$ cat config.mk
export PLATFORM = sky130hd
export DESIGN_NAME = flmo_ctrl
export DESIGN_NICKNAME = d
export VERILOG_FILES = /design/src/rtl/flmo_pkg.sv /design/src/rtl/flmo_ovl_dec.sv /design/src/rtl/flmo_ctrl.sv
export SDC_FILE = /design/constraint.sdc
export NUM_CORES = 1
export LEC_CHECK = 0
export ABC_CLOCK_PERIOD_IN_PS = 2300
export BUFFER_PORTS_ARGS = -buffer_cell sky130_fd_sc_hd__buf_2
export CORE_MARGIN = 10
export CORE_UTILIZATION = 30
export DETAILED_ROUTE_END_ITERATION = 6
export PLACE_DENSITY = 0.57
export RECOVER_POWER = 50
export SETUP_SLACK_MARGIN = 0.2
export SYNTH_ARGS = -nofsm -noshare
export SYNTH_HDL_FRONTEND = slang
export SYNTH_SLANG_ARGS = --single-unit
$ cat constraint.sdc
create_clock -name core_clk -period 2.3 [get_ports core_clk]
set_input_delay 0.115 -clock core_clk [delete_from_list [all_inputs] [get_ports core_clk]]
set_output_delay 0.115 -clock core_clk [all_outputs]
set_load 0.01 [all_outputs]
$ cat src/rtl/flmo_pkg.sv
// Shared constants and carrier types for the flash mode and RAM overlay block.
package flmo_pkg;

    localparam int unsigned ADDR_W        = 24;
    localparam int unsigned BLK_W         = 4;
    localparam int unsigned OVL_OFF_W     = 12;

    // Flash space layout: eight 4-kbyte blocks, one 32-kbyte block, three 64-kbyte blocks.
    localparam logic [ADDR_W-1:0] FLASH_BASE   = 24'h00_0000;
    localparam logic [ADDR_W-1:0] FLASH_END    = 24'h04_0000;
    localparam logic [ADDR_W-1:0] SMALL_END    = 24'h00_8000;
    localparam logic [ADDR_W-1:0] MID_END      = 24'h01_0000;
    localparam logic [BLK_W-1:0]  BLK_MID      = 4'h8;
    localparam logic [BLK_W-1:0]  BLK_LARGE0   = 4'h9;
    localparam logic [BLK_W-1:0]  BLK_LAST     = 4'hb;
    localparam logic [BLK_W-1:0]  BLK_NONE     = 4'hf;

    // Overlap RAM window that stands in for the selected small block.
    localparam logic [ADDR_W-1:0] OVL_RAM_BASE = 24'hff_e000;

    // Overlap control register layout; the upper nibble always reads as ones.
    localparam int unsigned       OVL_EN_BIT   = 3;
    localparam logic [7:0]        OVL_RESERVED = 8'hf0;
    localparam logic [3:0]        OVL_RESET    = 4'h0;

    // Mode pin codes.
    localparam logic [2:0] MD_BOOT_5  = 3'h1;
    localparam logic [2:0] MD_BOOT_7  = 3'h3;
    localparam logic [2:0] MD_UPROG_5 = 3'h5;
    localparam logic [2:0] MD_UPROG_7 = 3'h7;
    localparam logic [2:0] MD_NORMAL6 = 3'h6;

    // Pin sampling settles two cycles after reset release, capture on the third edge.
    localparam logic [1:0] STRAP_WAIT = 2'h2;

    typedef enum logic [1:0] {
        MODE_USER  = 2'b00,
        MODE_UPROG = 2'b01,
        MODE_BOOT  = 2'b11,
        MODE_PROM  = 2'b10
    } flmo_mode_t;

    typedef enum logic [1:0] {
        OP_READ  = 2'b00,
        OP_PROG  = 2'b01,
        OP_ERASE = 2'b10
    } flmo_op_t;

    typedef struct packed {
        logic              valid;
        flmo_op_t          op;
        logic [ADDR_W-1:0] addr;
        logic [BLK_W-1:0]  blk;
    } flmo_req_t;

    typedef struct packed {
        logic              valid;
        logic              ram_sel;
        logic              flash_rd;
        logic              prog_ok;
        logic              erase_ok;
        logic              refused;
        logic [ADDR_W-1:0] addr;
        logic [BLK_W-1:0]  blk;
    } flmo_resp_t;

    // Maps a flash address to its erase block number.
    function automatic logic [BLK_W-1:0] blk_of(input logic [ADDR_W-1:0] a);
        logic [BLK_W-1:0] r;
        r = BLK_NONE;
        if (a < SMALL_END) begin
            r = {1'b0, a[14:12]};
        end else if (a < MID_END) begin
            r = BLK_MID;
        end else if (a < FLASH_END) begin
            r = BLK_LARGE0 + BLK_W'({2'b00, a[17:16]} - 4'h1);
        end
        return r;
    endfunction

endpackage

$ cat src/rtl/flmo_ovl_dec.sv
// Address decoder that redirects reads of the selected small block into overlap RAM.
module flmo_ovl_dec (
    input  wire logic [flmo_pkg::ADDR_W-1:0] addr,
    input  wire logic                        overlap_enable,
    input  wire logic [2:0]                  overlap_select,
    output logic                             hit,
    output logic [flmo_pkg::ADDR_W-1:0]      ram_addr,
    output logic [flmo_pkg::BLK_W-1:0]       blk
);
    logic [flmo_pkg::BLK_W-1:0] sel_blk;

    assign blk      = flmo_pkg::blk_of(addr);
    // Codes 000 to 111 name small blocks one to eight, codes 101, 110, 111 the last three.
    assign sel_blk  = {1'b0, overlap_select};
    assign hit      = overlap_enable && (blk == sel_blk);
    // Same offset inside the 4-kbyte window, no extra wait.
    assign ram_addr = flmo_pkg::OVL_RAM_BASE | {12'h000, addr[flmo_pkg::OVL_OFF_W-1:0]};
endmodule

$ cat src/rtl/flmo_ctrl.sv
// Flash operating-mode selection, program/erase protection and RAM overlay routing.
//
// Contract
// - With overlay on, codes 101, 110, 111 select small blocks six to eight.
// - Overlay off overlays nothing; on overlays the selected block and protects all.
// - Mode comes from mode pins, write-enable pin and PROM pin sampled on the third edge after reset release.
// - User mode allows flash reads and blocks every program or erase.
// - Program and erase only in boot, user program and PROM modes.
// - Mode 6 offers neither boot mode nor user program mode.
// - Write-enable pin edges switch between user and user program mode when the captured mode pins hold a user program code.
// - Boot mode erases the whole flash array to all ones first.
// - Boot mode loads host program serially and copies erase routine into RAM.
// - Erase works only on whole blocks, never single bytes.
// - Reads of the selected emulation block return overlap RAM data.
// - Clearing overlay enable sends later accesses back to real flash.
// - Flash holds three 64k, one 32k and eight 4k erasable blocks.
module flmo_ctrl (
    input  wire logic                  core_clk,
    input  wire logic                  reset,
    input  wire logic [2:0]            mode_pins,
    input  wire logic                  flash_write_enable_pin,
    input  wire logic                  prom_mode_pin,
    input  wire logic                  onchip_ram_enable,
    input  wire logic                  ovl_wr,
    input  wire logic [3:0]            ovl_wdata,
    input  wire flmo_pkg::flmo_req_t   req,
    output flmo_pkg::flmo_resp_t       resp,
    output flmo_pkg::flmo_mode_t       mode,
    output logic [7:0]                 overlap_control_register,
    output logic                       overlay_active,
    output logic                       boot_erase_all,
    output logic                       boot_copy_routine,
    output logic                       boot_loader_run
);
    // Pin synchronisers.
    logic [2:0]                 md_meta;
    logic [2:0]                 md_sync;
    logic                       fwe_meta;
    logic                       fwe_sync;
    logic                       fwe_prev;
    logic                       prom_meta;
    logic                       prom_sync;

    logic [1:0]                 strap_cnt;
    logic                       started;
    logic [2:0]                 md_cap;
    logic [3:0]                 ovl_reg;
    flmo_pkg::flmo_mode_t       next_mode;

    wire                        capture    = !started && (strap_cnt == flmo_pkg::STRAP_WAIT);
    wire                        fwe_rise   = started && fwe_sync && !fwe_prev;
    wire                        fwe_fall   = started && !fwe_sync && fwe_prev;
    wire                        md_is_6    = (md_sync == flmo_pkg::MD_NORMAL6);
    wire                        md_boot    = (md_sync == flmo_pkg::MD_BOOT_5) || (md_sync == flmo_pkg::MD_BOOT_7);
    wire                        md_uprog   = (md_sync == flmo_pkg::MD_UPROG_5) || (md_sync == flmo_pkg::MD_UPROG_7);
    wire                        cap_uprog  = (md_cap == flmo_pkg::MD_UPROG_5) || (md_cap == flmo_pkg::MD_UPROG_7);
    wire                        ovl_en     = ovl_reg[flmo_pkg::OVL_EN_BIT];
    wire                        pe_mode    = (mode == flmo_pkg::MODE_BOOT) || (mode == flmo_pkg::MODE_UPROG)
                                             || (mode == flmo_pkg::MODE_PROM);
    // Overlay on protects every block, so emulation never corrupts real flash.
    wire                        pe_allowed = started && pe_mode && !ovl_en;
    wire                        dec_hit;
    wire [flmo_pkg::ADDR_W-1:0] dec_ram_addr;
    wire [flmo_pkg::BLK_W-1:0]  dec_blk;
    wire                        in_flash   = (req.addr < flmo_pkg::FLASH_END);
    wire                        is_read    = req.op == flmo_pkg::OP_READ;
    wire                        is_prog    = req.op == flmo_pkg::OP_PROG;
    wire                        is_erase   = req.op == flmo_pkg::OP_ERASE;
    // Erase names a whole block number only; there is no byte-level erase path.
    wire                        blk_legal  = req.blk <= flmo_pkg::BLK_LAST;
    wire                        rd_ok      = is_read && in_flash;
    wire                        prog_ok    = is_prog && in_flash && pe_allowed;
    wire                        erase_ok   = is_erase && blk_legal && pe_allowed;
    flmo_pkg::flmo_resp_t       next_resp;

    flmo_ovl_dec u_dec (
        .addr           (req.addr),
        .overlap_enable (ovl_en),
        .overlap_select (ovl_reg[2:0]),
        .hit            (dec_hit),
        .ram_addr       (dec_ram_addr),
        .blk            (dec_blk)
    );

    always_comb begin
        next_mode = mode;
        if (capture) begin
            // Mode 6 strap never yields boot or user program mode.
            if (prom_sync) begin
                next_mode = flmo_pkg::MODE_PROM;
            end else if (fwe_sync && md_boot && !md_is_6) begin
                next_mode = flmo_pkg::MODE_BOOT;
            end else if (fwe_sync && md_uprog && !md_is_6) begin
                next_mode = flmo_pkg::MODE_UPROG;
            end else begin
                next_mode = flmo_pkg::MODE_USER;
            end
        end else begin
            case (mode)
                flmo_pkg::MODE_USER: begin
                    if (fwe_rise && cap_uprog) begin
                        next_mode = flmo_pkg::MODE_UPROG;
                    end
                end
                flmo_pkg::MODE_UPROG: begin
                    if (fwe_fall) begin
                        next_mode = flmo_pkg::MODE_USER;
                    end
                end
                // Boot mode is left only through reset.
                flmo_pkg::MODE_BOOT: next_mode = flmo_pkg::MODE_BOOT;
                flmo_pkg::MODE_PROM: next_mode = flmo_pkg::MODE_PROM;
                default:             next_mode = flmo_pkg::MODE_USER;
            endcase
        end
    end

    always_comb begin
        next_resp          = '0;
        next_resp.valid    = req.valid;
        next_resp.blk      = is_erase ? req.blk : dec_blk;
        next_resp.addr     = req.addr;
        if (req.valid) begin
            if (rd_ok && dec_hit) begin
                next_resp.ram_sel = 1'b1;
                next_resp.addr    = dec_ram_addr;
            end else begin
                next_resp.flash_rd = rd_ok;
            end
            next_resp.prog_ok  = prog_ok;
            next_resp.erase_ok = erase_ok;
            next_resp.refused  = !(rd_ok || prog_ok || erase_ok);
        end
    end

    always_ff @(posedge core_clk or posedge reset) begin
        if (reset) begin
            md_meta   <= 3'h0;
            md_sync   <= 3'h0;
            fwe_meta  <= 1'b0;
            fwe_sync  <= 1'b0;
            prom_meta <= 1'b0;
            prom_sync <= 1'b0;
        end else begin
            md_meta   <= mode_pins;
            md_sync   <= md_meta;
            fwe_meta  <= flash_write_enable_pin;
            fwe_sync  <= fwe_meta;
            prom_meta <= prom_mode_pin;
            prom_sync <= prom_meta;
        end
    end

    always_ff @(posedge core_clk or posedge reset) begin
        if (reset) begin
            strap_cnt <= 2'h0;
            started   <= 1'b0;
            md_cap    <= 3'h0;
            fwe_prev  <= 1'b0;
            mode      <= flmo_pkg::MODE_USER;
        end else begin
            if (!started && !capture) begin
                strap_cnt <= strap_cnt + 2'h1;
            end
            if (capture) begin
                started <= 1'b1;
                md_cap  <= md_sync;
            end
            fwe_prev <= fwe_sync;
            mode     <= next_mode;
        end
    end

    always_ff @(posedge core_clk or posedge reset) begin
        if (reset) begin
            ovl_reg <= flmo_pkg::OVL_RESET;
        end else if (ovl_wr) begin
            ovl_reg <= ovl_wdata;
        end
    end

    always_ff @(posedge core_clk or posedge reset) begin
        if (reset) begin
            overlap_control_register <= flmo_pkg::OVL_RESERVED;
            overlay_active           <= 1'b0;
            boot_erase_all           <= 1'b0;
            boot_copy_routine        <= 1'b0;
            boot_loader_run          <= 1'b0;
            resp                     <= '0;
        end else begin
            overlap_control_register <= flmo_pkg::OVL_RESERVED | {4'h0, ovl_reg};
            overlay_active           <= ovl_en;
            // Entry to boot mode fires the full erase and the routine copy once.
            boot_erase_all           <= capture && (next_mode == flmo_pkg::MODE_BOOT);
            boot_copy_routine        <= capture && (next_mode == flmo_pkg::MODE_BOOT);
            boot_loader_run          <= next_mode == flmo_pkg::MODE_BOOT;
            resp                     <= next_resp;
        end
    end
endmodule

==> metrics.cfg, run 1 <==
[run_status]
status = finished, final reports clean

[grt]
grt_pass1_wl_mm = 9.35
grtUsageMet2_pct = 16.5
busiest_layer = met2
antenna_found_initial = 0
use_met1_pct = 11.3
track_usage_pct = 10.4
grt_pass1_vias = 1912
grt_use_met3_pct = 6.40
grt_start_max_net_pins = 32
grt_overflow_total = 0

[synthesis]
dominantRegCellSynth = dfrtp_1
yosys_register_bits = 60
synth-warning-count = 0
async_flop_share_pct = 100
synthCells = 173
ys_seq_area_share_pct = 66.9
syn-cell-area_um2 = 2240
avgSynthCellArea_um2 = 13.0
synth_edf_count = 0
synth_cell_types = 40

[power]
switching_share_pct = 25.4
power_frac_seq_pct = 49.0
powerDensity_nw_per_um2 = 731
combinationalPowerShare_pct = 10.8
p_sw_w = 0.000591
ir_drop_mv = 0.315
clkPwrFrac_pct = 40.2
p_int_w = 0.00173
p_leak_nw = 1.45

[die]
die_w_um = 106
die_area_um2 = 11300
die_h_um = 106
core_um2 = 7250
rows = 31
ios = 92
start_util_pct = 30.9

[detailed_routing]
drtIter0Drc = 39
firstDrtPassIters = 4
via_per_inst = 4.28
wl_mm = 5.63
via_count = 1682
ant_nets = 0
wl_per_cell_um = 14.3
drcViolationCount = 0

[sta]
worstMarginPinSlew_ns = 1.14
period_minus_slack_ns = 1.64
setup_viol_count_final = 0
fin_ws_ns = 0.658
fmaxAchievable_ghz = 0.609
rsz0062_at_grt = no
hold_violations = 0
drv_slew = 0
fin_crit_sh_pct = 71.4
skew_ns = 0.00564
relSlewSlack_pct = 24.1
final.setup.tns_ns = 0

[worst_setup_path]
worstPathArrival_ns = 1.87
start_kind = input port
critPathRequiredTime_ns = 2.52
cp_max_fo = 12
cp-startpoint = req[22]
crit_type = input port to register
r2r_start = ovl_reg[0]
end_kind = register

[layout]
largest_reg_flops = 34
drive_above_1_share_pct = 29.3
nNetsFinal = 336
synthToLayoutAreaGrowth_pct = 41.7
mostFrequentLayoutCell = buf_2
final_cell_mix = buf_2 (61), dfrtp_1 (60), dlygate4sd3_1 (26)
antennaDiodeCount = 0

[clock_tree]
clk_path_buf_depth = 2
cts-root-buf = clkbuf_8
cts.htree.levels = 3
insertion_delay_ns = 0.33
clock-sinks = 60
post-cts-setup-buffers = 0
cts_tree = done
cts.clk_slew.worst_paths_ns = 0.07
cts-buffers-inserted = 9

[place]
routabilityCongestion = 0.757
pre_cts_ws_ns = 0.354
place_hpwl_mm = 4.23
io_buffer_count = 85

[min_path]
hp-start = req[21]
holdCritPathClass = input port to register

[job]
maxCapViolations = 0

[cell families after synthesis]
family,count (synthesis),synth area share [%]
multiplexers,5,2.45
buffers and inverters,17,4.35
adder cells (fa/ha/maj),3,1.67
AO/OA/AOI/OAI,34,10.7
other,1,0.167
flip-flops,60,66.9
AND/OR/NAND/NOR,50,12.5
XOR/XNOR,3,1.17
[power by group through the flow]
stage	logic, W	clock network, W	registers, W
3_3_place_gp	0.000224	0	0.00116
5_1_grt	0.000282	0.00102	0.00115
4_1_cts	0.000261	0.000963	0.00114
2_1_floorplan	0.000101	0	0.00118
3_5_place_dp	0.000228	0	0.00116
6_report	0.000251	0.000934	0.00114
[worst paths after layout]
| kind | endpoint | slack (ns) | cells past startpoint |
|---|---|---|---|
| min in group asynchronous | resp[14] | 0.61 | 3 |
| min reg2reg | fwe_sync | 0.35 | 0 |
| max | resp[16] | 0.66 | 6 |
| max reg2reg | resp[16] | 0.87 | 3 |
| min | resp[21] | 0.02 | 3 |
| max in group asynchronous | ovl_reg[2] | 0.96 | 4 |
[synthesized netlist by cell type, types with 2 or more instances]
master | n | area [µm²]
xnor2_1 | 2 | 17.5
nor2b_1 | 6 | 37.5
o21ai_0 | 5 | 25.0
nor3_1 | 2 | 10.0
nor2_1 | 14 | 52.6
buf_4 | 9 | 67.6
nand2_1 | 10 | 37.5
inv_1 | 6 | 22.5
clkbuf_1 | 2 | 7.51
nor4_1 | 2 | 12.5
nand2b_1 | 3 | 18.8
a31oi_1 | 3 | 18.8
nand3b_1 | 5 | 37.5
o21ai_1 | 2 | 10.0
o21bai_1 | 9 | 67.6
dfrtp_1 | 60 | 1500
o21a_1 | 2 | 15.0
a21oi_1 | 4 | 20.0
mux2_2 | 4 | 45.0
ha_1 | 3 | 37.5
[routing by layer]
layer | vias to the layer above | part of all wire [%]
li1 | 818 | -
met1 | 791 | 41
met2 | 67 | 46
met3 | 6 | 11
met4 | 0 | 1.4
met5 | - | 0
[what timing repair did]
action                    CTS  global route
hold endpoints to repair   53             1
hold buffers               25             1
resized for setup           0             0
[layout make-up]
class,instances,area [µm²]
tap,99,124
clock buffer,10,128
inverter,6,22.5
sequential,60,1500
multi-input combinational,99,656
clock inverter,6,63.8
timing repair buffer,113,683
fill,700,4080
[per-stage QoR]
| stage | cells | power, W | hold slack [ns] | util (%) | instance area (µm²) |
|---|---|---|---|---|---|
| after floorplan | 176 | 0.00128 | 0.146 | - | 2250 |
| after global placement | 351 | 0.00138 | 0.223 | 38.0 | 2760 |
| after detailed placement | 351 | 0.00139 | 0.225 | 38.0 | 2760 |
| after CTS | 392 | 0.00236 | 0.00298 | 44.1 | 3200 |
| after global routing | 393 | 0.00245 | 0.00328 | 43.8 | 3180 |
| final | 393 | 0.00232 | 0.0196 | 43.8 | 3180 |
[worst max-delay path: stages]
cell and delay (ns):
dlygate4sd3_1 0.53, buf_2 0.13, nor2_1 0.21, o211a_1 0.27
o2111ai_2 0.32, o21a_1 0.28
(Power assumes the default switching activity.)
==> inputs of run 2 (changes only) <==
- ABC_CLOCK_PERIOD_IN_PS: 2300 -> 1400
- PLACE_DENSITY: 0.57 -> 0.59
- clock period: 2.3 -> 1.4 ns (I/O delays scaled with it)
==> metrics.cfg, run 2 (synthesis gave the netlist of run 1 again) <==
[place]
routabilityCongestion = 0.734  ; was 0.757
io_buffer_count = 85  ; unchanged
place_hpwl_mm = 4.16  ; was 4.23 mm
pre_cts_ws_ns = -0.189  ; was 0.354 ns

[grt]
grt_overflow_total = 0  ; unchanged
grt_start_max_net_pins = 61  ; was 32
grt_pass1_vias = 1939  ; was 1912
track_usage_pct = 11.0  ; was 10.4%
antenna_found_initial = 0  ; unchanged
grt_pass1_wl_mm = 9.81  ; was 9.35 mm

[die]
core_um2 = 7250  ; unchanged
die_w_um = 106  ; unchanged
start_util_pct = 30.9  ; unchanged
die_h_um = 106  ; unchanged
die_area_um2 = 11300  ; unchanged
ios = 92  ; unchanged
rows = 31  ; unchanged

[power]
combinationalPowerShare_pct = 13.3  ; was 10.8%
powerDensity_nw_per_um2 = 1070  ; was 731 nW/µm²
switching_share_pct = 24.6  ; was 25.4%
clkPwrFrac_pct = 39.1  ; was 40.2%
power_frac_seq_pct = 47.7  ; was 49.0%
p_leak_nw = 1.74  ; was 1.45 nW
ir_drop_mv = 0.736  ; was 0.315 mV
p_int_w = 0.00296  ; was 0.00173 W
p_sw_w = 0.000965  ; was 0.000591 W

[worst_setup_path]
crit_type = register to register  ; was input port to register
cp_max_fo = 12  ; unchanged
ff2ff_path_depth = 5  ; was 3
rr_endpoint = resp[17]  ; was resp[16]
start_kind = register  ; was input port
r2r_slack_ns = 0.07  ; was 0.87 ns
critPathRequiredTime_ns = 1.61  ; was 2.52 ns
r2r_start = ovl_reg[1]  ; was ovl_reg[0]
worstPathArrival_ns = 1.54  ; was 1.87 ns
end_kind = register  ; unchanged

[run_status]
status = finished with violations  ; was finished, final reports clean
violations = hold timing

[layout]
fillCellCount = 658  ; was 700
drive_above_1_share_pct = 45.3  ; was 29.3%
largest_reg_flops = 34  ; unchanged
synthToLayoutAreaGrowth_pct = 63.3  ; was 41.7%
mostFrequentLayoutCell = buf_2  ; unchanged
nNetsFinal = 373  ; was 336
final_cell_mix = buf_2 (82), dfrtp_1 (59), dlygate4sd3_1 (38)  ; was buf_2 (61), dfrtp_1 (60), dlygate4sd3_1 (26)
antennaDiodeCount = 0  ; unchanged

[min_path]
holdCritPathClass = input port to register  ; unchanged
holdPathEnd = resp[17]  ; was resp[21]
hold_path_depth = 2  ; was 3
hp-start = req[17]  ; was req[21]

[clock_tree]
insertion_delay_ns = 0.33  ; about the same
clock-sinks = 60  ; unchanged
cts-root-buf = clkbuf_8  ; unchanged
cts.clk_slew.worst_paths_ns = 0.07  ; about the same
clk_path_buf_depth = 2  ; unchanged
ctsHoldBuffers = 38  ; was 25
cts.htree.levels = 3  ; unchanged
cts-buffers-inserted = 9  ; unchanged
cts_tree = done  ; unchanged

[sta]
fmaxAchievable_ghz = 0.751
rsz0062_at_grt = yes  ; was no
skew_ns = 0.00722  ; was 0.00564 ns
period_minus_slack_ns = 1.33
relSlewSlack_pct = 47.3  ; was 24.1%
hold_violations = 1  ; was 0
drv_slew = 0  ; unchanged
worstMarginPinSlew_ns = 0.791  ; was 1.14 ns
fin_ws_ns = 0.0678  ; was 0.658 ns
setup_viol_count_final = 0  ; unchanged
fin_crit_sh_pct = 95.2
hold_slack_ns = -0.0324  ; was 0.0196 ns

[detailed_routing]
via_per_inst = 4.10  ; was 4.28
wl_per_cell_um = 14.1  ; was 14.3 µm
ant_nets = 0  ; unchanged
drcViolationCount = 0  ; unchanged
drtIter0Drc = 104  ; was 39
firstDrtPassIters = 4  ; unchanged
wl_mm = 6.07  ; was 5.63 mm
via_count = 1765  ; was 1682

[job]
maxCapViolations = 0  ; unchanged

[run 2: cell types whose count changed in the layout (fill, tap and decap cells not counted), moves of 2 or more]
cell,previous run,this run
dlygate4sd3_1,26,38
ha_4,0,2
clkbuf_1,25,3
nor3_1,2,0
buf_2,61,82
buf_4,1,24
ha_1,3,1
inv_1,6,2
[run 2: final cells by class]
class	count	area (µm²)	area share, %
multi-input cells	99	759	20.7
flip-flops and latches	60	1500	41.0
inverters	6	46.3	1.26
clock inverters	6	63.8	1.74
well taps	99	124	3.38
clock buffers	10	138	3.76
repair buffers	150	1030	28.1
[run 2: repair_timing]
item,in CTS,in global routing
buffers inserted,5,5
hold endpoints to repair,95,1
resized for setup,3,10
pin swaps,3,3
setup endpoints to repair,16,21
[run 2: worst max-delay path by stage]
stage,end,slack [ns],start,cells past startpoint
after floorplan,resp[18],0.10,req[21],8
after detailed placement,resp[17],-0.19,req[21],7
final,resp[17],0.07,ovl_reg[1],5
after global routing,resp[17],0.007,ovl_reg[1],5
after CTS,resp[17],0.06,ovl_reg[1],5
after global placement,resp[20],-0.15,req[21],7
[run 2: power by group through the flow]
stage | registers [W] | clock network, W | logic [W]
finish | 0.00187 | 0.00154 | 0.000521
global route | 0.00188 | 0.00167 | 0.000578
CTS | 0.00187 | 0.00159 | 0.000529
global placement | 0.00190 | 0 | 0.000437
detailed placement | 0.00190 | 0 | 0.000441
floorplan | 0.00193 | 0 | 0.000190
[run 2: layer usage]
layer	wire (µm)	GRT usage (%)	vias up
li1	-	-	884
met1	2550	12.2	812
met2	2830	16.8	64
met3	610	6.88	5
met4	85	4.06	0
met5	0	0	-
[run 2: metrics by stage]
stage               std cells  setup TNS, ns  utilization [%]  total power (W)  cell area [µm²]
floorplan                 176              0                -          0.00212             2340
global placement          366          -1.64             40.7          0.00234             2950
detailed placement        366          -2.06             40.7          0.00234             2950
CTS                       425              0             49.7          0.00399             3600
global route              430              0             50.5          0.00413             3660
finish                    430              0             50.5          0.00393             3660
[run 2: worst max-delay path, cell delays in order, from the launching register on]
cell	delay, ns
dfrtp_1	0.41
nor2b_1	0.14
mux2_4	0.28
o21ai_4	0.16
buf_12	0.14
o21bai_1	0.07
